--- config.mk ---
export PLATFORM = sky130hd
export DESIGN_NAME = sfr_host
export DESIGN_NICKNAME = d
export VERILOG_FILES = /design/src/core/sfr_pkg.sv /design/src/core/sfr_clk_if.sv /design/src/core/sfr_host.sv /design/src/core/sfr_sclk_gen.sv
export SDC_FILE = /design/constraint.sdc
export NUM_CORES = 1
export LEC_CHECK = 0
export ABC_AREA = 0
export CAP_MARGIN = 20
export CORE_UTILIZATION = 35
export CTS_CLUSTER_DIAMETER = 150
export CTS_CLUSTER_SIZE = 20
export DETAILED_ROUTE_END_ITERATION = 8
export DONT_BUFFER_PORTS = 1
export PLACE_DENSITY = 0.53
export SLEW_MARGIN = 20
export SYNTH_ARGS = -nofsm -noshare
export SYNTH_HDL_FRONTEND = slang
export SYNTH_SLANG_ARGS = --single-unit
--- constraint.sdc ---
create_clock -name pclk -period 3.5 [get_ports pclk]
set_clock_uncertainty 0.15 [all_clocks]
set_input_delay 0.35 -clock pclk [delete_from_list [all_inputs] [get_ports pclk]]
set_output_delay 0.35 -clock pclk [all_outputs]
set_load 0.05 [all_outputs]
--- src/core/sfr_pkg.sv ---
package sfr_pkg;
   // Register offsets on the APB side.
   localparam logic [7:0] OFF_CTRL   = 8'h00;
   localparam logic [7:0] OFF_STATUS = 8'h04;
   localparam logic [7:0] OFF_ADDR   = 8'h08;
   localparam logic [7:0] OFF_LEN    = 8'h0C;
   localparam logic [7:0] OFF_CFG    = 8'h10;
   localparam logic [7:0] OFF_DATA   = 8'h14;
   // Field positions.
   localparam int CTRL_OP_LSB   = 0;
   localparam int CTRL_QCM_BIT  = 3;
   localparam int STAT_BUSY_BIT = 0;
   localparam int STAT_VAL_BIT  = 1;
   localparam int STAT_REF_BIT  = 2;
   localparam int STAT_WIDE_BIT = 3;
   localparam int CFG_DC_LSB    = 0;
   localparam int CFG_QE_BIT    = 2;
   localparam int CFG_WIP_BIT   = 3;
   // Reset values.
   localparam logic [31:0] ADDR_RST = 32'h0000_0000;
   localparam logic [15:0] LEN_RST  = 16'h0001;
   localparam logic [3:0]  CFG_RST  = 4'h0;
   // Instruction codes.
   localparam logic [7:0] OPC_ENTER = 8'hB7;
   localparam logic [7:0] OPC_EXIT  = 8'hE9;
   localparam logic [7:0] OPC_READ  = 8'h03;
   localparam logic [7:0] OPC_FAST  = 8'h0B;
   localparam logic [7:0] OPC_DOUT  = 8'h3B;
   localparam logic [7:0] OPC_DIO   = 8'hBB;
   localparam logic [7:0] OPC_QOUT  = 8'h6B;
   localparam logic [7:0] OPC_QIO   = 8'hEB;
   // Dummy clock figures.
   localparam logic [5:0] DUM_4  = 6'h04;
   localparam logic [5:0] DUM_6  = 6'h06;
   localparam logic [5:0] DUM_8  = 6'h08;
   localparam logic [5:0] DUM_10 = 6'h0A;
   // Serial clock timing.
   localparam int PCLK_PERIOD_NS = 40;
   localparam int SCLK_PERIOD_NS = 320;
   localparam int SCLK_HALF      = SCLK_PERIOD_NS / (2 * PCLK_PERIOD_NS);

   typedef enum logic [2:0] {
      OP_ENTER = 3'h0, OP_EXIT = 3'h1, OP_READ = 3'h2, OP_FAST = 3'h3,
      OP_DOUT  = 3'h4, OP_DIO  = 3'h5, OP_QOUT = 3'h6, OP_QIO  = 3'h7
   } sfr_op_t;

   typedef enum logic [5:0] {
      ST_IDLE = 6'h01, ST_CMD = 6'h02, ST_ADDR = 6'h04,
      ST_DUMMY = 6'h08, ST_DATA = 6'h10, ST_END = 6'h20
   } sfr_state_t;

   function automatic logic [7:0] opcode(input sfr_op_t op);
      case (op)
         OP_ENTER: opcode = OPC_ENTER;
         OP_EXIT:  opcode = OPC_EXIT;
         OP_READ:  opcode = OPC_READ;
         OP_FAST:  opcode = OPC_FAST;
         OP_DOUT:  opcode = OPC_DOUT;
         OP_DIO:   opcode = OPC_DIO;
         OP_QOUT:  opcode = OPC_QOUT;
         default:  opcode = OPC_QIO;
      endcase
   endfunction

   function automatic logic [5:0] dummy_clocks(input logic [1:0] dc, input sfr_op_t op);
      dummy_clocks = DUM_8;
      case (dc)
         2'h0: dummy_clocks = (op == OP_DIO) ? DUM_4 : (op == OP_QIO) ? DUM_6 : DUM_8;
         2'h1: dummy_clocks = (op == OP_QIO) ? DUM_4 : DUM_6;
         2'h2: dummy_clocks = DUM_8;
         default: dummy_clocks = DUM_10;
      endcase
      if (op == OP_READ) begin
         dummy_clocks = 6'h00;
      end
   endfunction
endpackage

--- src/core/sfr_clk_if.sv ---
`timescale 1ns/1ps
interface sfr_clk_if;
   logic run;
   logic ce;
   logic sclk;
   logic rise;
   logic fall;
   modport gen (input run, input ce, output sclk, output rise, output fall);
   modport eng (output run, output ce, input sclk, input rise, input fall);
endinterface

--- src/core/sfr_host.sv ---
`timescale 1ns/1ps
// Notes on behaviour
// - Width change frames hold only the instruction byte between chip select edges.
// - Address bits sampled on rising clock, data driven on falling clock.
// - Plain read: instruction, address, no dummies, data until chip select rises.
// - Quick read: single-line instruction and address, 8 default dummies, serial data.
// - Dual-output read: lane 0 for command, address, dummies; data on lanes 1,0.
// - Dual-I/O read: address on lanes 1,0, 4 default dummies, two-lane data.
// - Quad-output read: single-line address, 8 default dummies, four-lane data.
// - Quad enable must be set before a quad-I/O read is issued.
// - Quad-I/O read: four-lane address, 6 default dummies, four-lane data.
// - Host drives the two indicator clocks and avoids the toggling pattern.
module sfr_host #(
   parameter int HALF = sfr_pkg::SCLK_HALF
) (
   input  wire logic        pclk,
   input  wire logic        presetn,
   input  wire logic        ce,
   input  wire logic        psel,
   input  wire logic        penable,
   input  wire logic        pwrite,
   input  wire logic [7:0]  paddr,
   input  wire logic [31:0] pwdata,
   output logic      [31:0] prdata,
   output logic             pready,
   output logic             pslverr,
   output logic             cs_n,
   output logic             sclk,
   input  wire logic [3:0]  io_in,
   output logic      [3:0]  io_out,
   output logic      [3:0]  io_oe_n
);
   sfr_clk_if ck ();
   sfr_sclk_gen #(.HALF(HALF)) u_gen (.pclk(pclk), .presetn(presetn), .ck(ck));

   function automatic logic [3:0] lane_out(input logic [31:0] t, input logic [2:0] l);
      case (l)
         3'h1:    lane_out = {3'h0, t[31]};
         3'h2:    lane_out = {2'h0, t[31:30]};
         default: lane_out = t[31:28];
      endcase
   endfunction

   function automatic logic [3:0] lane_oe_n(input logic [2:0] l);
      case (l)
         3'h1:    lane_oe_n = 4'hE;
         3'h2:    lane_oe_n = 4'hC;
         default: lane_oe_n = 4'h0;
      endcase
   endfunction

   function automatic logic [5:0] clocks(input logic [5:0] bits, input logic [2:0] l);
      case (l)
         3'h1:    clocks = bits;
         3'h2:    clocks = bits >> 1;
         default: clocks = bits >> 2;
      endcase
   endfunction

   // Single-lane data returns on lane 1, the flash's serial output.
   function automatic logic [7:0] rx_shift(input logic [7:0] r, input logic [3:0] s,
                                           input logic [2:0] l);
      case (l)
         3'h1:    rx_shift = {r[6:0], s[1]};
         3'h2:    rx_shift = {r[5:0], s[1:0]};
         default: rx_shift = {r[3:0], s};
      endcase
   endfunction

   function automatic logic [2:0] data_lanes(input sfr_pkg::sfr_op_t op);
      case (op)
         sfr_pkg::OP_DOUT, sfr_pkg::OP_DIO: data_lanes = 3'h2;
         sfr_pkg::OP_QOUT, sfr_pkg::OP_QIO: data_lanes = 3'h4;
         default:                           data_lanes = 3'h1;
      endcase
   endfunction

   // APB slave registers.
   logic [31:0] addr_r, next_addr_r, next_prdata;
   logic [15:0] len_r, next_len_r;
   logic [3:0]  cfg_r, next_cfg_r;
   logic        next_pready, next_pslverr;
   logic        acc, start_req, clr_refused, pop;

   // Engine state.
   sfr_pkg::sfr_state_t state, next_state;
   sfr_pkg::sfr_op_t    op, next_op, start_op;
   logic [31:0] tx, next_tx;
   logic [2:0]  lanes, next_lanes;
   logic [5:0]  cnt, next_cnt, limit, next_limit;
   logic [7:0]  rx, next_rx, hold, next_hold;
   logic [15:0] remain, next_remain;
   logic [1:0]  dc, next_dc;
   logic        valid, next_valid, refused, next_refused, wide, next_wide;
   logic        next_cs_n;
   logic [3:0]  next_io_out, next_io_oe_n;
   logic [3:0]  sync1, sync2;
   logic        legal, go_data;
   logic [5:0]  dum;

   assign acc         = psel && penable && pready;
   assign start_req   = acc && pwrite && paddr == sfr_pkg::OFF_CTRL;
   assign start_op    = sfr_pkg::sfr_op_t'(pwdata[sfr_pkg::CTRL_OP_LSB +: 3]);
   assign clr_refused = acc && pwrite && paddr == sfr_pkg::OFF_STATUS
                        && pwdata[sfr_pkg::STAT_REF_BIT];
   assign pop         = acc && !pwrite && paddr == sfr_pkg::OFF_DATA;
   assign sclk        = ck.sclk;
   assign ck.ce       = ce;
   assign ck.run      = state != sfr_pkg::ST_IDLE
                        && !(state == sfr_pkg::ST_DATA && cnt == 6'h00 && valid);

   always_comb begin
      next_addr_r  = addr_r;
      next_len_r   = len_r;
      next_cfg_r   = cfg_r;
      next_prdata  = prdata;
      next_pready  = psel && !penable;
      next_pslverr = 1'b0;
      if (psel && !penable) begin
         case (paddr)
            sfr_pkg::OFF_CTRL:   next_prdata = {28'h000_0000, 1'b0, op};
            sfr_pkg::OFF_STATUS: next_prdata = {28'h000_0000, wide, refused, valid,
                                                state != sfr_pkg::ST_IDLE};
            sfr_pkg::OFF_ADDR:   next_prdata = addr_r;
            sfr_pkg::OFF_LEN:    next_prdata = {16'h0000, len_r};
            sfr_pkg::OFF_CFG:    next_prdata = {28'h000_0000, cfg_r};
            sfr_pkg::OFF_DATA:   next_prdata = {24'h00_0000, hold};
            default: begin
               next_prdata  = 32'h0000_0000;
               next_pslverr = 1'b1;
            end
         endcase
      end
      if (acc && pwrite) begin
         case (paddr)
            sfr_pkg::OFF_ADDR: next_addr_r = pwdata;
            sfr_pkg::OFF_LEN:  next_len_r  = pwdata[15:0];
            sfr_pkg::OFF_CFG:  next_cfg_r  = pwdata[3:0];
            default:           next_cfg_r  = cfg_r;
         endcase
      end
   end

   always_ff @(posedge pclk or negedge presetn) begin
      if (!presetn) begin
         addr_r  <= sfr_pkg::ADDR_RST;
         len_r   <= sfr_pkg::LEN_RST;
         cfg_r   <= sfr_pkg::CFG_RST;
         prdata  <= 32'h0000_0000;
         pready  <= 1'b0;
         pslverr <= 1'b0;
      end else if (ce) begin
         addr_r  <= next_addr_r;
         len_r   <= next_len_r;
         cfg_r   <= next_cfg_r;
         prdata  <= next_prdata;
         pready  <= next_pready;
         pslverr <= next_pslverr;
      end
   end

   // Pins from the flash are foreign to pclk.
   always_ff @(posedge pclk or negedge presetn) begin
      if (!presetn) begin
         sync1 <= 4'h0;
         sync2 <= 4'h0;
      end else if (ce) begin
         sync1 <= io_in;
         sync2 <= sync1;
      end
   end

   always_comb begin
      next_state   = state;
      next_op      = op;
      next_tx      = tx;
      next_lanes   = lanes;
      next_cnt     = cnt;
      next_limit   = limit;
      next_rx      = rx;
      next_hold    = hold;
      next_remain  = remain;
      next_dc      = dc;
      next_valid   = valid;
      next_refused = refused;
      next_wide    = wide;
      next_cs_n    = cs_n;
      next_io_out  = io_out;
      next_io_oe_n = io_oe_n;
      go_data      = 1'b0;
      dum          = sfr_pkg::dummy_clocks(dc, op);
      // Quick, dual and quad reads are held back while software flags a write cycle.
      legal = !(start_op != sfr_pkg::OP_ENTER && start_op != sfr_pkg::OP_EXIT
                && start_op != sfr_pkg::OP_READ && cfg_r[sfr_pkg::CFG_WIP_BIT])
              && !(start_op == sfr_pkg::OP_QIO && !cfg_r[sfr_pkg::CFG_QE_BIT])
              && !(start_op != sfr_pkg::OP_ENTER && start_op != sfr_pkg::OP_EXIT
                   && len_r == 16'h0000);
      if (clr_refused) begin
         next_refused = 1'b0;
      end
      if (pop) begin
         next_valid = 1'b0;
      end
      if (ck.rise && state != sfr_pkg::ST_IDLE) begin
         next_cnt = cnt + 6'h01;
      end
      if (start_req && (state != sfr_pkg::ST_IDLE || !legal)) begin
         next_refused = 1'b1;
      end
      case (state)
         sfr_pkg::ST_IDLE: begin
            if (start_req && legal) begin
               next_state = sfr_pkg::ST_CMD;
               next_op    = start_op;
               next_dc    = cfg_r[sfr_pkg::CFG_DC_LSB +: 2];
               next_lanes = (start_op == sfr_pkg::OP_QIO && pwdata[sfr_pkg::CTRL_QCM_BIT])
                            ? 3'h4 : 3'h1;
               next_tx      = {sfr_pkg::opcode(start_op), 24'h00_0000};
               next_io_out  = lane_out(next_tx, next_lanes);
               next_io_oe_n = lane_oe_n(next_lanes);
               next_cs_n    = 1'b0;
               next_cnt     = 6'h00;
               next_limit   = clocks(6'h08, next_lanes);
               next_remain  = len_r;
            end
         end
         sfr_pkg::ST_CMD, sfr_pkg::ST_ADDR: begin
            if (ck.fall && cnt != limit) begin
               next_tx     = tx << lanes;
               next_io_out = lane_out(next_tx, lanes);
            end else if (ck.fall && state == sfr_pkg::ST_CMD
                         && (op == sfr_pkg::OP_ENTER || op == sfr_pkg::OP_EXIT)) begin
               next_state   = sfr_pkg::ST_IDLE;
               next_cs_n    = 1'b1;
               next_io_oe_n = 4'hF;
               next_wide    = op == sfr_pkg::OP_ENTER;
            end else if (ck.fall && state == sfr_pkg::ST_CMD) begin
               next_state = sfr_pkg::ST_ADDR;
               next_lanes = (op == sfr_pkg::OP_DIO) ? 3'h2 :
                            (op == sfr_pkg::OP_QIO) ? 3'h4 : 3'h1;
               next_tx    = wide ? addr_r : {addr_r[23:0], 8'h00};
               next_limit = clocks(wide ? 6'h20 : 6'h18, next_lanes);
               next_cnt   = 6'h00;
               next_io_out  = lane_out(next_tx, next_lanes);
               next_io_oe_n = lane_oe_n(next_lanes);
            end else if (ck.fall) begin
               next_cnt = 6'h00;
               if (dum == 6'h00) begin
                  go_data = 1'b1;
               end else begin
                  next_state  = sfr_pkg::ST_DUMMY;
                  next_limit  = dum;
                  next_io_out = 4'h0;
                  next_io_oe_n = (op == sfr_pkg::OP_QIO) ? 4'h0 :
                                 (op == sfr_pkg::OP_DIO) ? 4'hF : 4'hE;
               end
            end
         end
         sfr_pkg::ST_DUMMY: begin
            if (ck.fall && cnt == limit) begin
               go_data = 1'b1;
            end else if (ck.fall && cnt == 6'h02) begin
               next_io_oe_n = 4'hF;
            end
         end
         sfr_pkg::ST_DATA: begin
            if (ck.rise) begin
               next_rx = rx_shift(rx, sync2, lanes);
               if (cnt + 6'h01 == limit) begin
                  next_hold   = next_rx;
                  next_valid  = 1'b1;
                  next_cnt    = 6'h00;
                  next_remain = remain - 16'h0001;
                  if (remain == 16'h0001) begin
                     next_state = sfr_pkg::ST_END;
                  end
               end
            end
         end
         sfr_pkg::ST_END: begin
            if (ck.fall) begin
               next_state   = sfr_pkg::ST_IDLE;
               next_cs_n    = 1'b1;
               next_io_oe_n = 4'hF;
            end
         end
         default: begin
            next_state = sfr_pkg::ST_IDLE;
            next_cs_n  = 1'b1;
         end
      endcase
      if (go_data) begin
         next_state   = sfr_pkg::ST_DATA;
         next_lanes   = data_lanes(op);
         next_limit   = clocks(6'h08, next_lanes);
         next_cnt     = 6'h00;
         next_io_oe_n = 4'hF;
      end
   end

   always_ff @(posedge pclk or negedge presetn) begin
      if (!presetn) begin
         state   <= sfr_pkg::ST_IDLE;
         op      <= sfr_pkg::OP_READ;
         tx      <= 32'h0000_0000;
         lanes   <= 3'h1;
         cnt     <= 6'h00;
         limit   <= 6'h00;
         rx      <= 8'h00;
         hold    <= 8'h00;
         remain  <= 16'h0000;
         dc      <= 2'h0;
         valid   <= 1'b0;
         refused <= 1'b0;
         wide    <= 1'b0;
         cs_n    <= 1'b1;
         io_out  <= 4'h0;
         io_oe_n <= 4'hF;
      end else if (ce) begin
         state   <= next_state;
         op      <= next_op;
         tx      <= next_tx;
         lanes   <= next_lanes;
         cnt     <= next_cnt;
         limit   <= next_limit;
         rx      <= next_rx;
         hold    <= next_hold;
         remain  <= next_remain;
         dc      <= next_dc;
         valid   <= next_valid;
         refused <= next_refused;
         wide    <= next_wide;
         cs_n    <= next_cs_n;
         io_out  <= next_io_out;
         io_oe_n <= next_io_oe_n;
      end
   end

   property p_width_frame;
      @(posedge pclk) disable iff (!presetn)
         ce && state == sfr_pkg::ST_CMD && ck.fall && cnt == limit
         && (op == sfr_pkg::OP_ENTER || op == sfr_pkg::OP_EXIT)
         |=> cs_n && io_oe_n == 4'hF && wide == (op == sfr_pkg::OP_ENTER);
   endproperty
   a_width_frame: assert property (p_width_frame) else $error("width frame wrong");

   property p_drive_on_fall;
      @(posedge pclk) disable iff (!presetn)
         !$stable(io_out) && !$past(cs_n) && state != sfr_pkg::ST_CMD |-> $past(ck.fall);
   endproperty
   a_drive_on_fall: assert property (p_drive_on_fall) else $error("io moved off fall");

   property p_plain_no_dummy;
      @(posedge pclk) disable iff (!presetn)
         op == sfr_pkg::OP_READ |-> state != sfr_pkg::ST_DUMMY;
   endproperty
   a_plain_no_dummy: assert property (p_plain_no_dummy) else $error("plain read dummy");

   property p_data_released;
      @(posedge pclk) disable iff (!presetn)
         $rose(state == sfr_pkg::ST_DATA) |-> io_oe_n == 4'hF && cnt == 6'h00;
   endproperty
   a_data_released: assert property (p_data_released) else $error("lanes held");

   property p_dio_addr;
      @(posedge pclk) disable iff (!presetn)
         state == sfr_pkg::ST_ADDR && op == sfr_pkg::OP_DIO |-> io_oe_n == 4'hC;
   endproperty
   a_dio_addr: assert property (p_dio_addr) else $error("dual address lanes");

   property p_qio_addr;
      @(posedge pclk) disable iff (!presetn)
         state == sfr_pkg::ST_ADDR && op == sfr_pkg::OP_QIO |-> io_oe_n == 4'h0;
   endproperty
   a_qio_addr: assert property (p_qio_addr) else $error("quad address lanes");

   property p_qe_first;
      @(posedge pclk) disable iff (!presetn)
         $rose(state == sfr_pkg::ST_CMD) && op == sfr_pkg::OP_QIO
         |-> $past(cfg_r[sfr_pkg::CFG_QE_BIT]);
   endproperty
   a_qe_first: assert property (p_qe_first) else $error("quad read without enable");

   property p_indicator;
      @(posedge pclk) disable iff (!presetn)
         state == sfr_pkg::ST_DUMMY && op == sfr_pkg::OP_QIO && cnt < 6'h02
         |-> io_oe_n == 4'h0 && io_out == 4'h0;
   endproperty
   a_indicator: assert property (p_indicator) else $error("indicator not driven");

   property p_busy_refused;
      @(posedge pclk) disable iff (!presetn)
         ce && state == sfr_pkg::ST_IDLE && start_req && cfg_r[sfr_pkg::CFG_WIP_BIT]
         && start_op == sfr_pkg::OP_FAST |=> refused && state == sfr_pkg::ST_IDLE;
   endproperty
   a_busy_refused: assert property (p_busy_refused) else $error("busy read issued");

   property p_end_frame;
      @(posedge pclk) disable iff (!presetn)
         ce && state == sfr_pkg::ST_END && ck.fall
         |=> cs_n && io_oe_n == 4'hF && state == sfr_pkg::ST_IDLE;
   endproperty
   a_end_frame: assert property (p_end_frame) else $error("frame not closed");
endmodule

--- src/core/sfr_sclk_gen.sv ---
`timescale 1ns/1ps
module sfr_sclk_gen #(
   parameter int HALF = sfr_pkg::SCLK_HALF
) (
   input wire logic pclk,
   input wire logic presetn,
   sfr_clk_if.gen   ck
);
   // Input sampling takes up to three pclk cycles, so a half period must exceed it.
   if (HALF < 4 || HALF > 255) begin : g_chk
      $error("HALF must lie between 4 and 255");
   end

   logic [7:0] cnt, next_cnt;
   logic       next_sclk, next_rise, next_fall;

   always_comb begin
      next_cnt  = cnt + 8'h01;
      next_sclk = ck.sclk;
      next_rise = 1'b0;
      next_fall = 1'b0;
      if (!ck.sclk && !ck.run) begin
         next_cnt = 8'h00;
      end else if (cnt == 8'(HALF - 1)) begin
         next_cnt  = 8'h00;
         next_sclk = !ck.sclk;
         next_rise = !ck.sclk;
         next_fall = ck.sclk;
      end
   end

   // A stop request only takes effect with the clock low, so a started pulse always ends.
   always_ff @(posedge pclk or negedge presetn) begin
      if (!presetn) begin
         cnt     <= 8'h00;
         ck.sclk <= 1'b0;
         ck.rise <= 1'b0;
         ck.fall <= 1'b0;
      end else if (ck.ce) begin
         cnt     <= next_cnt;
         ck.sclk <= next_sclk;
         ck.rise <= next_rise;
         ck.fall <= next_fall;
      end
   end

   property p_half_width;
      @(posedge pclk) disable iff (!presetn)
         ck.ce && ck.rise |-> !ck.fall;
   endproperty
   a_half_width: assert property (p_half_width) else $error("rise and fall together");
endmodule

# Word-level counts from Yosys, hierarchy flattened
# Index checks and enable logic that the tools add are counted.
[classes] addsub=3 eq_ne=68 shift=1 n_mux=114 bitwise_logic=3 n_reduce_logical=77
[op_table] cell="32-bit one-hot mux with 6 select lines" n=1
[op_table] cell="6-bit two-way mux" n=29
[op_table] cell="32-bit two-way mux" n=5
[op_table] cell="4-bit two-way mux" n=19
[op_table] cell="32-bit one-hot mux with 2 select lines" n=1
[op_table] cell="4-bit one-hot mux with 2 select lines" n=8
[op_table] cell="8-bit one-hot mux with 7 select lines" n=1
[op_table] cell="16-bit two-way mux" n=3
[op_table] cell="16-bit one-hot mux with 2 select lines" n=1
[op_table] cell="32-bit by 3-bit left shift with 32-bit output" n=1
[op_table] cell="6-bit one-hot mux with 5 select lines" n=1
[op_table] cell="1-bit logical AND" n=29
[op_table] cell="3-bit two-way mux" n=9
[op_table] cell="3-bit equality test (second input constant)" n=8
[op_table] cell="3-bit inequality test (second input constant)" n=8
[op_table] cell="6-bit one-hot mux with 2 select lines" n=2
[op_table] cell="1-bit two-way mux" n=23
[op_table] cell="3-bit by 2-bit equality test with 1-bit output (second input constant)" n=7
[op_table] cell="3-bit by 1-bit equality test with 1-bit output (second input constant)" n=6
[op_table] cell="6-bit one-hot mux with 3 select lines" n=1
[op_table] cell="3-bit AND reduction" n=6
[op_table] cell="6-bit AND reduction" n=3
[op_table] cell="16-bit by 1-bit equality test with 1-bit output (second input constant)" n=1
[op_table] cell="8-bit by 4-bit equality test with 1-bit output (second input constant)" n=2
[op_table] cell="52 further kinds" n=91
[totals] regBits=206 in_bits=50 output_inout_bits=44 wordCells=294

# Longest topological paths before layout
# Gate-level depths: netlist (run 1).
[logic_depth] depth_word=16 mapped_depth=10 depth_no_buf=9

# Cells and area by module
# A second synthesis (run 1) with hierarchy kept.
[hier_totals] cells_unflattened=1223 hier_area_um2=11895.2
[modules_own_cells] mod="sfr_host" n_inst=1 cells_each=1168 area_each_um2=11329.6 seq_area_each_um2=4839.6
[modules_own_cells] mod="sfr_sclk_gen" n_inst=1 cells_each=55 area_each_um2=565.5 seq_area_each_um2=275.3

# Worst setup path before layout (run 1)
# No wires, ideal clock.
[synth_path] path_type="reg-to-reg" start="reg op[1]" end="reg limit[2]" setup_ns=0.125 t_arrival_ns=2.530 required_time_ns=3.225 path_slack_ns=0.695 path_stages_with_launch=9 path_buffers=2 synth_period_minus_slack_ns=2.805 path_cell_list="dfstp_2 -> clkbuf_1 -> nor3b_1 -> o211ai_1 -> a211oi_2 -> buf_2 -> nor2_1 -> nor3_4 -> mux2_2"
[synth_via] elab_chain_cells=14 elab_cells_between_ends=47 classes_between="eq/ne: 15; mux: 24; reduce/logical: 8"
[synth_rtl] element="from (decl)" line_no="sfr_host.sv:87" source="sfr_pkg::sfr_op_t op, next_op, start_op;"
[synth_rtl] element="from (signal assigned)" line_no="sfr_host.sv:304" source="op <= sfr_pkg::OP_READ;"
[synth_rtl] element="from (signal assigned)" line_no="sfr_host.sv:321" source="op <= next_op;"
[synth_rtl] element="3-bit equality test"
[synth_rtl] element="4-bit two-way mux (2 in series)" line_no="sfr_pkg.sv:68" source="2'h0: dummy_clocks = (op == OP_DIO) ? DUM_4 : (op == OP_QIO) ? DUM_6 : DUM_8;"
[synth_rtl] element="4-bit one-hot mux with 3 select lines" line_no="sfr_pkg.sv:67" source="case (dc)"
[synth_rtl] element="6-bit two-way mux" line_no="sfr_pkg.sv:73" source="if (op == OP_READ) begin"
[synth_rtl] element="6-bit zero test" line_no="sfr_host.sv:248" source="if (dum == 6'h00) begin"
[synth_rtl] element="1-bit two-way mux" line_no="sfr_host.sv:248"
[synth_rtl] element="1-bit two-way mux" line_no="sfr_host.sv:246" source="end else if (ck.fall) begin"
[synth_rtl] element="1-bit two-way mux" line_no="sfr_host.sv:237" source="end else if (ck.fall && state == sfr_pkg::ST_CMD) begin"
[synth_rtl] element="1-bit two-way mux" line_no="sfr_host.sv:231" source="end else if (ck.fall && state == sfr_pkg::ST_CMD"
[synth_rtl] element="1-bit two-way mux" line_no="sfr_host.sv:228" source="if (ck.fall && cnt != limit) begin"
[synth_rtl] element="1-bit one-hot mux with 2 select lines" line_no="sfr_host.sv:210" source="case (state)"
[synth_rtl] element="4-bit by 3-bit inequality test with 1-bit output (no source line) (tied with other cells)"
[synth_rtl] element="7-bit AND reduction (no source line)"
[synth_rtl] element="to (signal assigned)" line_no="sfr_host.sv:325" source="limit <= next_limit;"
[synth_rtl] element="to (decl)" line_no="sfr_host.sv:90" source="logic [5:0] cnt, next_cnt, limit, next_limit;"
# Several ways; a longest one is shown, not always the timed one. The select of a mux whose other input is x is not followed.
# A chain may end at the register's enable or synchronous reset.

# Worst setup path after layout (run 1)
[layout_path] start="reg op[1]" end="reg limit[3]"
# Same word-level chain as after synthesis.

==> results of run 1 <==
[synthesized netlist by cell type (all sizes together), types with 20 or more instances]
| library cell | n | share of area [%] |
|---|---|---|
| a211oi | 31 | 2.0 |
| a21o | 23 | 1.4 |
| a21oi | 69 | 2.9 |
| a22o | 20 | 1.5 |
| buf | 30 | 1.3 |
| clkbuf | 60 | 1.9 |
| dfrtp | 196 | 41 |
| mux2 | 97 | 9.2 |
| mux2i | 59 | 5.0 |
| mux4 | 20 | 3.8 |
| nand2 | 107 | 3.4 |
| nor2 | 76 | 2.4 |
| nor3 | 26 | 1.4 |
| o21ai | 89 | 3.8 |
| o31ai | 21 | 1.4 |
[worst max path at each step]
stage                           to  slack (ps)   from  depth (start not counted)
after global routing      limit[2]          50  op[1]                          6
after floorplan           limit[2]         700  op[1]                          8
final                     limit[3]         260  op[1]                          6
after CTS                 limit[3]         240  op[1]                          6
after global placement    limit[3]         300  op[1]                          6
after detailed placement  limit[3]         290  op[1]                          6
[cells by family after synthesis]
group,Yosys count
xor gates and xnor gates,15
AOI/OAI and AO/OA,338
muxes,176
adders and majority gates,6
DFF,204
and+or+nand+nor,331
buffers and inverters,109
[cell type report]
| type | count | share of cell area [%] |
|---|---|---|
| inverter | 19 | 0.536 |
| multi-input combinational | 866 | 48.1 |
| timing repair buffer | 78 | 5.53 |
| tap | 448 | 4.22 |
| clock buffer | 20 | 2.96 |
| sequential | 204 | 38.5 |
| clock inverter | 1 | 0.122 |
[per-layer routing]
layer  part of all wire (%)  vias to the layer above  wire length (um)
met3                    5.9                       49              2060
met1                     46                     4629             16200
li1                       -                     4393                 -
met4                    2.4                        0               839
met5                      0                        -                 0
met2                     46                      272             16000
[metrics by stage]
stage          total power (W)  hold WS [ps]  cell area, um2  cells
2_1_floorplan          0.00420         -95.6           11900   1179
3_3_place_gp           0.00457         -85.4           12400   1571
3_5_place_dp           0.00458         -87.2           12400   1571
4_1_cts                0.00633          -608           13300   1635
5_1_grt                0.00664          -628           13300   1636
6_report               0.00627          -587           13300   1636
[flip-flops by register name (all words and copies together), names as in the netlist, 7 cells and up]
signal     flops
prdata        32
addr_r        32
rx             7
u_gen.cnt      8
len_r         16
remain        16
tx            32
hold           8
[worst register-to-register path: stages, from the launching register on]
cell and delay [ps]:
dfstp_2 540, nor3b_1 630, o211ai_1 350, a211oi_2 580, nor2_1 170, nor3_4 330
mux2_2 370
[repair_timing]
item                                   in CTS  in global routing
setup buffers                               0                  0
endpoints found under the hold margin     301                204
setup endpoints to repair                   0                  0
[where the power goes]
group          switching, W  internal (W)
combinational      0.000997      0.000738
sequential         0.000344       0.00253
clock              0.000864      0.000799
==> flow_metrics.env, run 1 <==
export IMPL_routed_wl_um=35000
export IMPL_whs_ps=-587
export IMPL_cts_root_buf="clkbuf_16"
export IMPL_synth_xor_area_share_pct=1.10
export IMPL_ys_ff_latch=204
export IMPL_peakVddDrop_uv=233
export IMPL_worst_path_max_delay_cell="nor3b_1"
export IMPL_die_area_um2=34800
export IMPL_cp_cell_sequence="nor3b_1, o211ai_1, a211oi_2, nor2_1, nor3_4, mux2_2"
export IMPL_status="complete, but fails checks"
export IMPL_cp_buffers_inverters=0
export IMPL_relSlewSlack_pct=48.9
export IMPL_gp_congestion=0.841
export IMPL_fill_cells=3312
export IMPL_finalSetupTns_ps=0
export IMPL_min_path_type="in -> async"
export IMPL_required_ps=3720
export IMPL_synth_top_flop_cell="dfrtp_1"
export IMPL_die_w_um=187
export IMPL_grt_overflow_total=0
export IMPL_track_usage_pct=20.2
export IMPL_r2r_start="op[1]"
export IMPL_route_detailed_drc=0
export IMPL_initial_core_util_pct=35.6
export IMPL_antenna_found_initial=1
export IMPL_syn_inst=1179
export IMPL_worst_pin_slew_ps=765
export IMPL_cts_buffers=14
export IMPL_met3_usage_pct=3.10
export IMPL_grt_use_met2_pct=31.8
export IMPL_area_growth_pct=11.4
export IMPL_setup_slack_ps=264
export IMPL_insertion_delay_ps=490
export IMPL_finalCritPeriodShare_pct=92.5
export IMPL_cp_max_fo=8
export IMPL_synth_adder_area_share_pct=0.629
export IMPL_cp_start_kind="register"
export IMPL_violations="hold timing"
export IMPL_r2r_end="limit[3]"
export IMPL_rsz0062_at_grt="no"
export IMPL_period_needed_ps=3240
export IMPL_drv_slew=0
export IMPL_layout_cells_most_common="dfrtp_1"
export IMPL_grt_pass1_vias=9233
export IMPL_crit_arrival_ps=3460
export IMPL_cts_buffer_depth=3
export IMPL_synth_simple_area_share_pct=14.4
export IMPL_drive_gt1_share_pct=18.1
export IMPL_layout_common_cells="194 x dfrtp_1, 107 x nand2_1, 96 x mux2_2, 84 x o21ai_0, 75 x nor2_1"
export IMPL_regArea_um2=5120
export IMPL_diodes=0
export IMPL_h_tree_depth=1
export IMPL_grt_max_degree=205
export IMPL_syn_num_nets=1235
export IMPL_synth_edff_count=0
export IMPL_drt_iter0_markers=734
export IMPL_maxCapViolCount=0
export IMPL_drt_wirelength_per_cell_um=21.4
export IMPL_p_leak_nw=5.81
export IMPL_postRouteAntennaNets=0
export IMPL_crit_family="simple AND/OR/NAND/NOR gates"
export IMPL_via_per_inst=5.71
export IMPL_die_h_um=187
export IMPL_max_freq_mhz=309
export IMPL_synth_compound_area_share_pct=19.4
export IMPL_dpl_hpwl_um=24000
export IMPL_port_buffers=0
export IMPL_core_region_area_um2=33500
export IMPL_max_stage_delay_ps=630
export IMPL_grt_pass1_wl_um=55900
export IMPL_synth_area_mux_share_pct=17.9
export IMPL_multi_input_comb_area_um2=6400
export IMPL_ys_async_sr_fraction_pct=100
export IMPL_synth_warnings=0
export IMPL_vias=9343
export IMPL_cts_tree="built"
export IMPL_ios=94
export IMPL_powerDensity_nw_per_um2=472
export IMPL_cts_resized=0
export IMPL_finish_utilization_pct=39.6
export IMPL_dp_worst_setup_slack_ps=291
export IMPL_hold_viol=204
export IMPL_endpoint_kind="register"
export IMPL_setup_viol=0
export IMPL_clk_pin_slew_ps=90
export IMPL_layout_nets=1239
export IMPL_r2r_slack_ps=260
export IMPL_ys_seq_area_share_pct=42.9
export IMPL_ctsHoldBuffers=43
export IMPL_reg2reg_depth=6
export IMPL_met1_usage_pct=28.9
export IMPL_cts_sinks=204
export IMPL_synth_area_um2=11900
export IMPL_critPathKind="reg -> reg"
export IMPL_syn_mean_instance_area_um2=10.1
export IMPL_synth_cell_types=82
export IMPL_rows=67
export IMPL_synth_top_family_by_area="compound AO/OA/AOI/OAI gates"
export IMPL_top_usage_layer="met2"
export IMPL_first_pass_iters=5
(Power assumes the default switching activity.)
==> run 2, diff against run 1 <==
--- a/config.mk
+++ b/config.mk
@@ -5,13 +5,14 @@
 export SDC_FILE = /design/constraint.sdc
 export NUM_CORES = 1
 export LEC_CHECK = 0
-export ABC_AREA = 0
+export ABC_AREA = 1
 export CAP_MARGIN = 20
 export CORE_UTILIZATION = 35
 export CTS_CLUSTER_DIAMETER = 150
 export CTS_CLUSTER_SIZE = 20
 export DETAILED_ROUTE_END_ITERATION = 8
 export DONT_BUFFER_PORTS = 1
+export HOLD_SLACK_MARGIN = 0.1
 export PLACE_DENSITY = 0.53
 export SLEW_MARGIN = 20
 export SYNTH_ARGS = -nofsm -noshare
==> flow_metrics.env, run 2 <==
export IMPL_status="complete, but fails checks"
export IMPL_violations="hold timing"
export IMPL_critPathKind="in -> reg"
export IMPL_antenna_found_initial=1
export IMPL_cts_resized=0
export IMPL_drt_wirelength_per_cell_um=17.2
export IMPL_powerDensity_nw_per_um2=559
export IMPL_synth_top_flop_cell="dfrtp_1"
export IMPL_worst_path_max_delay_cell="dlygate4sd3_1"
export IMPL_core_region_area_um2=33700
export IMPL_die_w_um=187
export IMPL_multi_input_comb_area_um2=5840
export IMPL_cts_root_buf="clkbuf_16"
export IMPL_cp_cell_sequence="dlygate4sd3_1, buf_12, inv_2, nor3_4, dlygate4sd3_1, nor2_1, a41oi_1, dlygate4sd3_1"
export IMPL_synth_cell_types=54
export IMPL_synth_area_um2=12000
export IMPL_track_usage_pct=20.9
export IMPL_first_pass_iters=6
export IMPL_min_path_type="in -> async"
export IMPL_cp_max_fo=33
export IMPL_placed_cells=2049
export IMPL_hold_viol=204
export IMPL_synth_area_leaders="dfrtp_1 41%, nand2_1 16%, o21ai_0 7.9%"
export IMPL_layout_common_cells="517 x nand2_1, 196 x dfrtp_1, 190 x o21ai_0, 176 x inv_1, 128 x nand3_1"
export IMPL_whs_ps=-615
export IMPL_route_detailed_drc=0
export IMPL_grt_pass1_vias=10390
export IMPL_grt_max_degree=205
export IMPL_r2r_start="pready"
export IMPL_cp_common_cell="dlygate4sd3_1"
export IMPL_h_tree_depth=1
export IMPL_synth_warnings=0
export IMPL_area_growth_pct=10.2
export IMPL_gp_congestion=0.901
export IMPL_layout_cells_most_common="nand2_1"
export IMPL_cts_buffer_depth=3
export IMPL_reg_largest_list="addr_r x32, prdata x32, tx x32"
export IMPL_endpoint_kind="register"
export IMPL_routed_wl_um=36500
export IMPL_vias=10900
export IMPL_clk_pin_slew_ps=100
export IMPL_drv_slew=0
export IMPL_finalNonFillerCells=2116
export IMPL_layout_nets=1719
export IMPL_ys_seq_area_share_pct=42.5
export IMPL_crit_family="buffers and inverters"
export IMPL_max_stage_delay_ps=640
export IMPL_finalSetupTns_ps=0
export IMPL_initial_core_util_pct=35.7
export IMPL_yosysMostFrequentCell="nand2_1"
export IMPL_ys_async_sr_fraction_pct=100
export IMPL_finish_utilization_pct=39.4
export IMPL_die_area_um2=35100
export IMPL_drive_gt1_share_pct=7.14
export IMPL_maxCapViolCount=0
export IMPL_peakVddDrop_uv=290
export IMPL_insertion_delay_ps=500
export IMPL_cts_buffers=14
export IMPL_grt_pass1_wl_um=58800
export IMPL_ys_ff_latch=204
export IMPL_max_freq_mhz=366
export IMPL_regArea_um2=5110
export IMPL_grt_overflow_total=0
export IMPL_rows=67
export IMPL_cts_tree="built"
export IMPL_fill_cells=3596
export IMPL_p_leak_nw=6.16
export IMPL_ios=94
export IMPL_synth_common_cells="518 x nand2_1, 196 x dfrtp_1, 190 x o21ai_0"
export IMPL_netlist_area_leader_share_pct=40.7
export IMPL_required_ps=3790
export IMPL_setup_worst_path_start="ce"
export IMPL_syn_inst=1657
export IMPL_period_needed_ps=2730
export IMPL_postRouteAntennaNets=0
export IMPL_dpl_hpwl_um=26200
export IMPL_drt_iter0_markers=990
export IMPL_via_per_inst=5.15
export IMPL_die_h_um=187
export IMPL_cp_start_kind="input port"
export IMPL_syn_num_nets=1713
export IMPL_port_buffers=0
export IMPL_relSlewSlack_pct=39.0
export IMPL_syn_mean_instance_area_um2=7.27
export IMPL_rsz0062_at_grt="no"
export IMPL_ctsHoldBuffers=46
export IMPL_finalPower_w=0.00741
export IMPL_synth_edff_count=0
export IMPL_setup_viol=0
export IMPL_worst_pin_slew_ps=912
export IMPL_cts_sinks=204
export IMPL_cp_buffers_inverters=5
export IMPL_finalCritPeriodShare_pct=78.1
export IMPL_synth_area_leader_cell="dfrtp_1"
export IMPL_crit_arrival_ps=3020
==> run 2: changes by cell type after synthesis, moves of 22 or more <==
cell,delta
mux2i_1,-47
inv_1,+157
nand2_1,+411
mux2_2,-94
a21oi_1,-34
nand3_1,+110
o21ai_0,+106
o211ai_1,+22
a21o_1,-23
a211oi_1,-27
clkbuf_1,-24
==> run 2: worst register-to-register path: cells and delay by family, from the launching register on <==
kind | cells | cell delay, ps
buffers and inverters | 2 | 620
flip-flops | 1 | 650
AND/OR/NAND/NOR | 6 | 1050
AO/OA/AOI/OAI | 1 | 70
==> run 2: final cells by class <==
class | count | share of cell area (%)
inverters | 190 | 5.38
multi-input cells | 1187 | 44.1
flip-flops and latches | 204 | 38.6
well taps | 448 | 4.23
repair buffers | 66 | 4.68
clock buffers | 19 | 2.94
diodes | 1 | 0.0189
clock inverters | 1 | 0.123
==> run 2: power by group <==
part	internal, W	switching [W]	leakage (nW)
Sequential	0.00263	0.000430	2.64
Clock	0.000796	0.000888	0.197
Combinational	0.000803	0.00186	3.33
Total	0.00423	0.00318	6.16
==> run 2: metal layers <==
layer  vias up  track usage (%)  part of all wire, %
met5         -                0                    0
met4         0             4.35                  1.7
met3        38             2.59                  4.8
met2       288             33.6                   46
met1      5159             30.0                   48
li1       5415                -                    -
==> run 2: path summary, 6_finish.rpt <==
path                       cells after the start  slack, ps            to
max                                            8        770     prdata[2]
min in group pclk                              2        150        tx[20]
max in group asynchronous                      0       3290  u_gen.cnt[4]
min reg2reg                                    2        320     remain[1]
max reg2reg                                    9        830        tx[10]
min                                            0       -620     io_out[0]
==> run 2: stage by stage <==
| step | instance area, um2 | worst slack [ps] |
|---|---|---|
| 6_report | 13300 | 766 |
| 5_1_grt | 13300 | 548 |
| 4_1_cts | 13300 | 813 |
| 3_5_place_dp | 12400 | 862 |
| 3_3_place_gp | 12400 | 906 |
| 2_1_floorplan | 12000 | 1350 |
==> run 2: what timing repair did <==
action                                 4_1_cts  5_1_grt
endpoints found under the hold margin      313      204
setup endpoints to repair                    0        0
buffers inserted                             0        0
==> run 2: cell families (layout without fill, tap and decap cells) <==
group	count (synthesis)	after routing	share of synthesized area [%]
and+or+nand+nor	814	814	29.5
other	0	1	0
buffers and inverters	266	276	9.05
adders and majority gates	6	6	0.623
AOI/OAI and AO/OA	336	336	15.9
muxes	14	14	1.18
DFF	204	204	42.5
xor gates and xnor gates	17	17	1.24
==> run 3, diff against run 2 <==
--- a/config.mk
+++ b/config.mk
@@ -5,7 +5,7 @@
 export SDC_FILE = /design/constraint.sdc
 export NUM_CORES = 1
 export LEC_CHECK = 0
-export ABC_AREA = 1
+export ABC_AREA = 0
 export CAP_MARGIN = 20
 export CORE_UTILIZATION = 35
 export CTS_CLUSTER_DIAMETER = 150
==> constraint.sdc (replaced) <==
create_clock -name pclk -period 2.8 [get_ports pclk]
set_clock_uncertainty 0.15 [all_clocks]
set_input_delay 0.28 -clock pclk [delete_from_list [all_inputs] [get_ports pclk]]
set_output_delay 0.28 -clock pclk [all_outputs]
set_load 0.05 [all_outputs]
==> flow_metrics.env, run 3 (synthesized netlist as in run 1, its figures left out) <==
export IMPL_crit_family="compound AO/OA/AOI/OAI gates"
export IMPL_finish_utilization_pct=41.9
export IMPL_insertion_delay_ps=490
export IMPL_crit_arrival_ps=3000
export IMPL_cp_cell_sequence="ha_2, and2_1, o21ai_0, a31oi_2, o31ai_1, buf_4, a41oi_4, buf_4, a21o_1, mux2_2"
export IMPL_grt_pass1_wl_um=56700
export IMPL_powerDensity_nw_per_um2=577
export IMPL_layout_common_cells="194 x dfrtp_1, 107 x nand2_1, 96 x mux2_2, 92 x buf_4, 84 x o21ai_0"
export IMPL_setup_viol=0
export IMPL_peakVddDrop_uv=357
export IMPL_internal_power_w=0.00528
export IMPL_die_w_um=187
export IMPL_route_detailed_drc=0
export IMPL_required_ps=3030
export IMPL_reg2reg_depth=10
export IMPL_cp_num_cells=10
export IMPL_initial_core_util_pct=35.6
export IMPL_grt_max_degree=205
export IMPL_via_per_inst=5.68
export IMPL_grt_overflow_total=0
export IMPL_drt_iter0_markers=824
export IMPL_cts_root_buf="clkbuf_16"
export IMPL_grt_pass1_vias=9571
export IMPL_die_area_um2=34800
export IMPL_maxCapViolCount=0
export IMPL_first_pass_iters=5
export IMPL_status="complete, but fails checks"
export IMPL_met3_usage_pct=2.84
export IMPL_finalCritPeriodShare_pct=99.1
export IMPL_min_path_type="in -> async"
export IMPL_stdcell_area_um2=14100
export IMPL_ios=94
export IMPL_drt_wirelength_per_cell_um=21.0
export IMPL_whs_ps=-666
export IMPL_die_h_um=187
export IMPL_place_area_um2=13000
export IMPL_worst_path_max_delay_cell="dfrtp_1"
export IMPL_area_growth_pct=17.8
export IMPL_clk_pin_slew_ps=90
export IMPL_violations="hold timing"
export IMPL_postRouteAntennaNets=0
export IMPL_combPwrFrac_pct=30.4
export IMPL_core_region_area_um2=33500
export IMPL_cts_buffers=14
export IMPL_routed_wl_um=36000
export IMPL_layout_cells_most_common="dfrtp_1"
export IMPL_layout_nets=1316
export IMPL_cp_max_fo=6
export IMPL_max_stage_delay_ps=440
export IMPL_setup_slack_ps=24.8
export IMPL_p_leak_nw=6.22
export IMPL_worst_pin_slew_ps=973
export IMPL_grt_use_met2_pct=31.9
export IMPL_max_freq_mhz=360
export IMPL_vias=9733
export IMPL_critPathKind="reg -> reg"
export IMPL_multi_input_comb_area_um2=6450
export IMPL_gp_congestion=0.887
export IMPL_drv_slew=0
export IMPL_clock_power_share_pct=25.6
export IMPL_top_usage_layer="met2"
export IMPL_cp_common_cell="buf_4"
export IMPL_ctsHoldBuffers=53
export IMPL_port_buffers=0
export IMPL_dp_worst_setup_slack_ps=-137
export IMPL_hold_viol=204
export IMPL_swShare_pct=34.9
export IMPL_endpoint_kind="register"
export IMPL_drive_gt1_share_pct=23.0
export IMPL_cts_tree="built"
export IMPL_period_needed_ps=2780
export IMPL_rsz0062_at_grt="yes"
export IMPL_track_usage_pct=20.5
export IMPL_h_tree_depth=1
export IMPL_dpl_hpwl_um=25000
export IMPL_cp_start_kind="register"
export IMPL_fill_cells=3276
export IMPL_rows=67
export IMPL_cts_buffer_depth=3
export IMPL_p_sw_w=0.00283
export IMPL_antenna_found_initial=0
export IMPL_met1_usage_pct=29.7
export IMPL_cp_buffers_inverters=2
export IMPL_relSlewSlack_pct=34.9
export IMPL_seqPwrFrac_pct=44.0
export IMPL_cts_sinks=204
export IMPL_r2r_slack_ps=20
export IMPL_reg_largest_list="addr_r x32, prdata x32, tx x32"
export IMPL_regArea_um2=5120
[run 3: per-stage QoR]
stage | power, W | TNS (ps) | instances
floorplan | 0.00525 | 0 | 1179
global placement | 0.00596 | -877 | 1633
detailed placement | 0.00598 | -2100 | 1633
CTS | 0.00818 | 0 | 1709
global route | 0.00856 | -1120 | 1713
finish | 0.00811 | 0 | 1714
[run 3: layout make-up]
type                            instances  share of cell area [%]
Sequential cell                       204                    36.4
Clock buffer                           20                    2.80
Timing Repair Buffer                  155                    10.3
Multi-Input combinational cell        866                    45.9
Clock inverter                          1                   0.116
Antenna cell                            1                  0.0178
Inverter                               19                   0.507
Tap cell                              448                    3.99
[run 3: per-layer routing]
| layer | routed length (um) | up-vias | share of wire [%] |
|---|---|---|---|
| met4 | 796 | 0 | 2.2 |
| met1 | 17100 | 4868 | 47 |
| met3 | 1860 | 46 | 5.2 |
| li1 | - | 4542 | - |
| met5 | 0 | - | 0 |
| met2 | 16300 | 277 | 45 |
[run 3: timing repair]
action,CTS,global route
cloned,0,1
hold endpoints to repair,342,204
pin swaps,1,1
setup endpoints to repair,19,75
buffers inserted,2,4
resized for setup,2,6
[run 3: final timing paths]
kind / endpoint / start
worst max-delay path: cnt[0] / cnt[0]
worst min-delay path: addr_r[9] / presetn
worst max register to register: cnt[0] / cnt[0]
worst min register to register: tx[31] / tx[31]
max in group asynchronous: state[0] / presetn
min in group pclk: addr_r[6] / paddr[2]
[run 3: power by group through the flow]
stage	registers [W]	clock network [W]	logic (W)
final	0.00357	0.00208	0.00247
after global routing	0.00361	0.00225	0.00270
after CTS	0.00357	0.00216	0.00245
after detailed placement	0.00363	0	0.00236
after global placement	0.00362	0	0.00234
after floorplan	0.00350	0	0.00175
